[src/core/iolvl_pkg.sv]
// Package with indices, defaults and the state record of the active-level block
// Notes on behaviour
// - Level 0 normally open, 1 normally closed
// - Zero-phase and timing inputs: 0 positive, 1 negative
// - All defaults 0, timing input defaults 1
// - Written level waits for save and reset
// - Power up loads last saved level
// - Never saved: load factory default instead
// - Level applies on both connectors
// - Assigned general input uses system function level
// - Nine general inputs, each own level
// - One overtravel level for both limits
// - Abort input has own level
// - Each home-seek input has own level
package iolvl_pkg;

   // ****************************************************************
   // Sizes
   // ****************************************************************
   localparam int LV_N      = 38;    // All level settings
   localparam int N_SYS_LV  = 21;    // System input settings
   localparam int N_GEN     = 9;     // General inputs
   localparam int N_OUT     = 8;     // System outputs
   localparam int N_SYS_PIN = 22;    // System input pins (two limits share one level)
   localparam int IDX_W     = 6;     // Width of a setting index
   localparam int FN_W      = 5;     // Width of a system function code

   // ****************************************************************
   // Setting indices (system inputs equal their pin index)
   // ****************************************************************
   localparam int LV_ABORT         = 0;
   localparam int LV_ALARM_CLEAR   = 1;
   localparam int LV_CURRENT_ON    = 2;
   localparam int LV_CONTINUE      = 3;
   localparam int LV_EXT_ZERO      = 4;
   localparam int LV_FREE          = 5;
   localparam int LV_HOME_SENSOR   = 6;
   localparam int LV_RUN_POS       = 7;
   localparam int LV_RUN_NEG       = 8;
   localparam int LV_HOME_SEEK_POS = 9;
   localparam int LV_HOME_SEEK_NEG = 10;
   localparam int LV_MOTOR_STOP    = 11;
   localparam int LV_OVERTRAVEL    = 12;   // Also the positive limit pin
   localparam int LV_PAUSE_CLEAR   = 13;
   localparam int LV_PAUSE         = 14;
   localparam int LV_POS_ERR_CLEAR = 15;
   localparam int LV_PANIC_STOP    = 16;
   localparam int LV_SENSOR        = 17;
   localparam int LV_START         = 18;
   localparam int LV_TIMING_DIFF   = 19;
   localparam int LV_TORQUE_LIMIT  = 20;
   localparam int LV_GEN_BASE      = 21;   // General inputs 1..9
   localparam int LV_OUT_BASE      = 30;   // Outputs alarm,end,homep,lc,move,psts,ready,run
   localparam int PIN_NEG_LIMIT    = 21;   // Negative limit pin

   // Factory levels: only the timing differential input is set
   localparam logic [LV_N-1:0] LV_DEFAULT = 38'h00_0008_0000;

   // Map a system input pin to the setting that governs it
   function automatic int pin_lv(input int p);
      return (p == PIN_NEG_LIMIT) ? LV_OVERTRAVEL : p;
   endfunction

   // ****************************************************************
   // Whole state of the block
   // ****************************************************************
   typedef struct packed {
      logic [N_SYS_PIN-1:0] io_s1;          // I/O connector sync, stage 1
      logic [N_SYS_PIN-1:0] io_s2;          // I/O connector sync, stage 2
      logic [N_SYS_PIN-1:0] drv_s1;         // Driver connector sync, stage 1
      logic [N_SYS_PIN-1:0] drv_s2;         // Driver connector sync, stage 2
      logic [N_GEN-1:0]     gen_s1;         // General input sync, stage 1
      logic [N_GEN-1:0]     gen_s2;         // General input sync, stage 2
      logic [LV_N-1:0]      active;         // Levels in force
      logic [LV_N-1:0]      written;        // Levels as last written
      logic                 loaded;         // Power-up load done
      logic [N_SYS_PIN-1:0] sys_in_active;  // Sensed system inputs
      logic [N_GEN-1:0]     gen_in_status;  // Reported general inputs
      logic [N_OUT-1:0]     io_out_pin;     // I/O connector outputs
      logic [N_OUT-1:0]     drv_out_pin;    // Driver connector outputs
      logic                 lv_rd_val;      // Readback bit
      logic                 save_stb;       // Save strobe to storage
      logic [LV_N-1:0]      save_data;      // Levels handed to storage
   } iolvl_state_t;

endpackage

[src/core/iolvl_core.sv]
// Active-level selection for system inputs, general inputs and system outputs
module iolvl_core
   import iolvl_pkg::*;
(
   // Clock and reset
   input  wire logic                     ref_clk,
   input  wire logic                     rst_b,
   // Pins from switches, sensors and driver
   input  wire logic [N_SYS_PIN-1:0]     io_in_pin,
   input  wire logic [N_SYS_PIN-1:0]     drv_in_pin,
   input  wire logic [N_GEN-1:0]         general_input,
   // Connector and general input configuration
   input  wire logic                     drv_conn_en,
   input  wire logic [N_GEN-1:0]         gen_assign_en,
   input  wire logic [N_GEN-1:0][FN_W-1:0] gen_assign_fn,
   // Level setting access
   input  wire logic                     lv_wr_en,
   input  wire logic [IDX_W-1:0]         lv_wr_idx,
   input  wire logic                     lv_wr_val,
   input  wire logic [IDX_W-1:0]         lv_rd_idx,
   output logic                          lv_rd_val,
   input  wire logic                     save_parameters_cmd,
   // Nonvolatile storage
   input  wire logic [LV_N-1:0]          nvm_level,
   input  wire logic [LV_N-1:0]          nvm_valid,
   output logic                          nvm_save_stb,
   output logic [LV_N-1:0]               nvm_save_data,
   // Internal asserted outputs from the motion logic
   input  wire logic [N_OUT-1:0]         sys_out_assert,
   // Sensed results and driven pins
   output logic [N_SYS_PIN-1:0]          sys_in_active,
   output logic [N_GEN-1:0]              gen_in_status,
   output logic [N_OUT-1:0]              io_out_pin,
   output logic [N_OUT-1:0]              drv_out_pin,
   output logic [LV_N-1:0]               active_level_setting
);

   iolvl_state_t    st;        // Registered state
   iolvl_state_t    next_st;   // Next state
   logic [LV_N-1:0] load_val;  // Levels taken at power up

   // ****************************************************************
   // Power-up load value
   // ****************************************************************
   // Saved levels where storage holds one, factory level elsewhere
   always_comb begin
      load_val = (nvm_level & nvm_valid) | (LV_DEFAULT & ~nvm_valid);
   end

   // ****************************************************************
   // Next state
   // ****************************************************************
   always_comb begin
      logic lvl;
      lvl = 1'b0;
      next_st = st;
      // Two-flop synchronisers, stage 1 read only by stage 2
      next_st.io_s1  = io_in_pin;
      next_st.io_s2  = st.io_s1;
      next_st.drv_s1 = drv_in_pin;
      next_st.drv_s2 = st.drv_s1;
      next_st.gen_s1 = general_input;
      next_st.gen_s2 = st.gen_s1;
      // Save hands the written levels to storage; nothing in force changes
      next_st.save_stb  = save_parameters_cmd;
      next_st.save_data = st.written;
      if (!st.loaded) begin
         // First edge after reset: unsaved writes are gone
         next_st.active  = load_val;
         next_st.written = load_val;
         next_st.loaded  = 1'b1;
      end else if (lv_wr_en && (int'(lv_wr_idx) < LV_N)) begin
         // Writes touch only the shadow copy until save and reset
         next_st.written[lv_wr_idx] = lv_wr_val;
      end
      // System inputs: XOR with the level gives NO/NC or pos/neg logic
      for (int p = 0; p < N_SYS_PIN; p++) begin
         lvl = st.active[pin_lv(p)];
         next_st.sys_in_active[p] = (st.io_s2[p] ^ lvl)
                                  | (drv_conn_en & (st.drv_s2[p] ^ lvl));
      end
      // General inputs: an assigned function's level overrides its own
      for (int g = 0; g < N_GEN; g++) begin
         if (gen_assign_en[g] && (int'(gen_assign_fn[g]) < N_SYS_LV)) begin
            lvl = st.active[gen_assign_fn[g]];
         end else begin
            lvl = st.active[LV_GEN_BASE + g];
         end
         next_st.gen_in_status[g] = st.gen_s2[g] ^ lvl;
      end
      // Outputs: inverted when normally closed; driver copy only when in use
      for (int k = 0; k < N_OUT; k++) begin
         next_st.io_out_pin[k]  = sys_out_assert[k] ^ st.active[LV_OUT_BASE + k];
         next_st.drv_out_pin[k] = drv_conn_en
                                & (sys_out_assert[k] ^ st.active[LV_OUT_BASE + k]);
      end
      // Readback of the written copy, zero beyond the table
      if (int'(lv_rd_idx) < LV_N) begin
         next_st.lv_rd_val = st.written[lv_rd_idx];
      end else begin
         next_st.lv_rd_val = 1'b0;
      end
   end

   // ****************************************************************
   // State register
   // ****************************************************************
   // Factory levels stand until the load edge, so sensing is sane at once
   always_ff @(posedge ref_clk or negedge rst_b) begin
      if (!rst_b) begin
         st         <= '0;
         st.active  <= LV_DEFAULT;
         st.written <= LV_DEFAULT;
      end else begin
         st <= next_st;
      end
   end

   // Outputs straight from the state register
   assign lv_rd_val            = st.lv_rd_val;
   assign nvm_save_stb         = st.save_stb;
   assign nvm_save_data        = st.save_data;
   assign sys_in_active        = st.sys_in_active;
   assign gen_in_status        = st.gen_in_status;
   assign io_out_pin           = st.io_out_pin;
   assign drv_out_pin          = st.drv_out_pin;
   assign active_level_setting = st.active;
endmodule

[config.mk]
export PLATFORM = sky130hd
export DESIGN_NAME = iolvl_core
export DESIGN_NICKNAME = d
export VERILOG_FILES = /design/src/core/iolvl_pkg.sv /design/src/core/iolvl_core.sv
export SDC_FILE = /design/constraint.sdc
export NUM_CORES = 1
export LEC_CHECK = 0
export ABC_AREA = 1
export BUFFER_PORTS_ARGS = -buffer_cell sky130_fd_sc_hd__buf_4
export CORE_AREA = 2 2 182 317
export CTS_CLUSTER_SIZE = 40
export DETAILED_ROUTE_END_ITERATION = 6
export DIE_AREA = 0 0 184 319
export SETUP_SLACK_MARGIN = 0.05
export SKIP_CTS_REPAIR_TIMING = 1
export SLEW_MARGIN = 25
export SYNTH_ARGS = -nofsm -noshare
export SYNTH_HDL_FRONTEND = slang
export SYNTH_SLANG_ARGS = --single-unit
[constraint.sdc]
create_clock -name ref_clk -period 1.4 [get_ports ref_clk]
set_input_delay 0.35 -clock ref_clk [delete_from_list [all_inputs] [get_ports ref_clk]]
set_output_delay 0.35 -clock ref_clk [all_outputs]
set_load 0.05 [all_outputs]
Word level (Yosys, flattened, before mapping):

Index checks and enable logic that the tools add are counted.
W data, S select, Z words.

* bits of input ports: 209
* bits in registers: 270
* word-level logic and storage cells: 202
* output and inout port bits: 125

* reduce and logical (&&, ||, !) cells: 11
* multiplexer cells: 35
* eq/ne operators: 1
* bitwise gates (word level): 116
* magnitude comparators: 23

Operators with widths (count)
* $mux W38: 2
* $lt A5 B7 Y1 const B: 9
* $xor A1 B1 Y1: 61
* $bmux W1 S5: 9
* $lt A5 B5 Y1 const B: 9
* $and A38 B38 Y38: 1
* $bwmux W38: 1
* $or A38 B20 Y38: 1
* $and A1 B1 Y1: 30
* $or A1 B1 Y1: 22
* $mux W1: 21
* $not A20 Y20: 1
* $lt A6 B7 Y1 const B: 2
* $lt A6 B6 Y1 const B: 2
* $logic_and A1 B1 Y1: 11
* $bmux W1 S6: 1
* $demux W1 S6: 1
* $ge A6 B1 Y1 const B: 1
* $ne A2 B1 Y1 const B: 1

Depth between registers and ports, before layout:

* depth after elaboration: 7
* gate-level depth with buffers: 14
* mapped depth without buffers: 12

Worst setup path before layout:

No wires, ideal clock.

* kind: reg2reg
* from: register st, in the netlist active_level_setting[19]
* to: register st, in the netlist gen_in_status[7]
* stages on the path, launching flop included: 12
* required time: 1.284 ns
* setup slack: 0.006 ns
* library setup time: 0.116 ns
* path buffers: 0
* clock period less this slack: 1.394 ns
* arrival: 1.278 ns
* cell sequence: dfstp_2 clkinv_1 nand2_1 nand3_1 nand2_1 nand2_1 nand2_1 nand2_1 nor2_1 nand2_1 nand3_1 nand2_1

RTL lines
* start, declared: RTL line iolvl_core.sv:38 `iolvl_state_t st;`
* start signal, assigned: RTL line iolvl_core.sv:115 `st <= next_st;`

Worst setup path after layout:

* from: register st, in the netlist active_level_setting[19]
* to: output active_level_setting[19]

RTL lines
* end, declared: RTL line iolvl_core.sv:35 `output logic [LV_N-1:0] active_level_setting`

No word-level cell between the ends.

==> results.json <==
{
  "outcome": "finished, violations left",
  "violations": "setup timing",
  "hold_class": "input port to flip-flop",
  "synth_seq_cells": 270,
  "clockPowerShare_pct": 36.5,
  "crit_arrival_ns": 1.43,
  "route.detailed.drc": 0,
  "synthToLayoutAreaGrowth_pct": 50.7,
  "netlist_instances": 1528,
  "worst_path_max_delay_cell": "dfstp_2",
  "fin_ws_ns": -0.381,
  "path_clk_slew_ns": 0.06,
  "crit_path_start_kind": "flip-flop",
  "htreeDepth": 1,
  "grt_usage_pct": 16.9,
  "clockBufferDepth": 3,
  "cap_violations": 0,
  "critical_path.top_delay_family": "flip-flops",
  "drive_gt1_share_pct": 32.2,
  "cp-end-kind": "output port",
  "timing.fmax_mhz": 561,
  "grt_start_max_net_pins": 42,
  "dieArea_mm2": 0.0587,
  "dr.first_iter.drc_count": 704,
  "leakage_nw": 9.72,
  "p_int_mw": 15.3,
  "synth_area_leaders": "dfrtp_1, nand2_1, buf_4",
  "drt-total-wl_um": 51800,
  "finalMaxSlewViolations": 0,
  "yosysSeqAreaShare_pct": 52.9,
  "pwr-share-seq_pct": 39.1,
  "yosysWarningCount": 0,
  "r2r_slack_ns": -0.16,
  "die_w_um": 184,
  "cp_num_buf_inv": 2,
  "n_fill_cell": 5683,
  "swShare_pct": 31.9,
  "routedWlPerCell_um": 19.1,
  "p_comb_share_pct": 24.4,
  "root_buffer": "clkbuf_16",
  "setup_viol": 134,
  "power.total_mw": 22.4,
  "clk_latency_ns": 0.61,
  "syn_area_mm2": 0.0128,
  "yosysUniqueCellTypes": 28,
  "postRouteAntennaNets": 0,
  "seq_area_mm2": 0.00677,
  "cpPeakStageDelay_ns": 0.54,
  "clock-sinks": 270,
  "dpl.hpwl_um": 39800,
  "path_max_fanout": 2,
  "switching_power_mw": 7.15,
  "required_ns": 1.05,
  "r2r_start": "active_level_setting[12]",
  "cp_cell_sequence": "buf_6, buf_8",
  "hp-start": "sys_out_assert[2]",
  "grt_pass1_wl_um": 73100,
  "grt-ovfl-total": 0,
  "numCtsBuffers": 29,
  "cts_tree": "built",
  "rsz0062_at_grt": "true",
  "finalHoldViolations": 0,
  "nets": 2188,
  "finClkSkew_ns": 0.0258,
  "ir_drop_uv": 814,
  "syn_area_per_cell_um2": 8.37,
  "fin_crit_sh_pct": 127,
  "post-route-min-period_ns": 1.78,
  "vias_per_cell": 4.44,
  "multi_input_area_mm2": 0.00444,
  "core_area_mm2": 0.0561,
  "startpoint": "active_level_setting[19]",
  "die_h_um": 319,
  "post-synth-top-area-fraction_pct": 52.4,
  "place_congestion": 0.888,
  "vias": 12000,
  "io_pins": 334,
  "syn_nets": 1737,
  "grt_pass1_vias": 11800,
  "io_buffers": 333,
  "path_class": "flip-flop to output port",
  "antenna_found_initial": 4,
  "power.density_mw_per_mm2": 1160,
  "start_util_pct": 22.8,
  "rows": 115,
  "yosysTopAreaCell": "dfrtp_1",
  "drt_pass1_iterations": 6,
  "holdWs_ns": 0.00544
}
synth_stat cells (all sizes together):
cell type / count
o22ai: 2
nand2: 480
clkbuf: 16
nor4: 3
buf: 147
o21ai: 54
or2: 9
dfstp: 2
a211o: 22
o211ai: 62
conb: 1
nand3: 173
nor3: 15
o221ai: 3
dfrtp: 268
nor2: 86
a21oi: 28
o21bai: 1
a31oi: 2
nand4: 7
clkinv: 25
inv: 122
flip-flops by register name, summed over array words and instances (netlist names):
| signal | flops |
|---|---|
| nvm_save_data | 38 |
| lv_rd_val | 1 |
| nvm_save_stb | 1 |
| st | 54 |
| next_st | 91 |
| sys_in_active | 22 |
| active_level_setting | 38 |
| drv_out_pin | 8 |
| gen_in_status | 9 |
| io_out_pin | 8 |
cell type report:
| type | count | area share, % |
|---|---|---|
| Clock buffer | 35 | 4.09 |
| Antenna cell | 3 | 0.0390 |
| Clock inverter | 19 | 1.14 |
| Inverter | 147 | 2.94 |
| Tap cell | 702 | 4.56 |
| Sequential cell | 270 | 35.2 |
| Multi-Input combinational cell | 948 | 23.0 |
| Timing Repair Buffer | 583 | 29.0 |
cell usage in the layout, fill, tap and decap left out, drive strengths merged:
cell	n
a21oi	28
a211o	22
diode	3
nor4	3
bufinv	3
nor2	86
dlygate4sd3	60
inv	135
clkbuf	37
a31oi	2
clkinv	23
nand4	7
buf	521
o21ai	54
o211ai	62
dfrtp	268
clkinvlp	5
nor3	15
o21bai	1
conb	1
dfstp	2
o22ai	2
or2	9
nand2	480
nand3	173
o221ai	3
path summary, 6_finish.rpt:
kind	end	depth (start not counted)
max	active_level_setting[19]	2
min	io_out_pin[2]	3
max reg2reg	gen_in_status[6]	14
min reg2reg	st[190]	0
max in group asynchronous	drv_out_pin[2]	3
min in group asynchronous	sys_in_active[15]	2
routing by layer:
layer / vias to the layer above / wire length [µm] / track usage, %
met3: 118 / 3060 / 3.05
met1: 5717 / 18200 / 17.6
met5: - / 13 / 0
met4: 2 / 3070 / 9.30
met2: 481 / 27400 / 31.5
li1: 5713 / - / -
kinds of logic (layout without fill, tap and decap cells):
| logic type | Yosys count | in the layout | share of synthesized area (%) |
|---|---|---|---|
| simple gates | 773 | 773 | 25.3 |
| buf+inv | 310 | 784 | 13.0 |
| flops | 270 | 270 | 52.9 |
| compound gates | 174 | 174 | 8.82 |
| other cells | 1 | 4 | 0.0293 |
metrics by stage:
stage / area (µm²) / utilization [%] / setup TNS, ns / setup WS, ns / cells
floorplan: 12800 / - / 0 / 0.0566 / 1528
global placement: 16500 / 29.5 / -4.04 / -0.220 / 2551
detailed placement: 16500 / 29.5 / -4.51 / -0.231 / 2551
CTS: 17600 / 31.3 / -25.23 / -0.558 / 2605
global route: 19300 / 34.3 / -21.95 / -0.417 / 2707
finish: 19300 / 34.3 / -15.42 / -0.381 / 2707
power by group through the flow:
stage	Clock (mW)	Sequential, mW	Combinational [mW]
floorplan	0	8.73	2.88
detailed placement	0	8.87	4.84
CTS	8.46	8.73	4.85
finish	8.19	8.78	5.46
global placement	0	8.86	4.78
global route	8.75	8.83	5.83
worst register-to-register path, cell delays in order, from the launching register on:
cell and delay (ns):
dfrtp_1 0.44, buf_4 0.16, inv_2 0.06, buf_12 0.14, nand2_1 0.08, nand3_1 0.11, nand2_1 0.05, inv_1 0.05
nand2_1 0.05, nand2_1 0.06, nand2_1 0.05, nand2_1 0.07, nand2_1 0.05, nand2_1 0.06, nand2_1 0.05
Power figures use the tool's default switching activity.
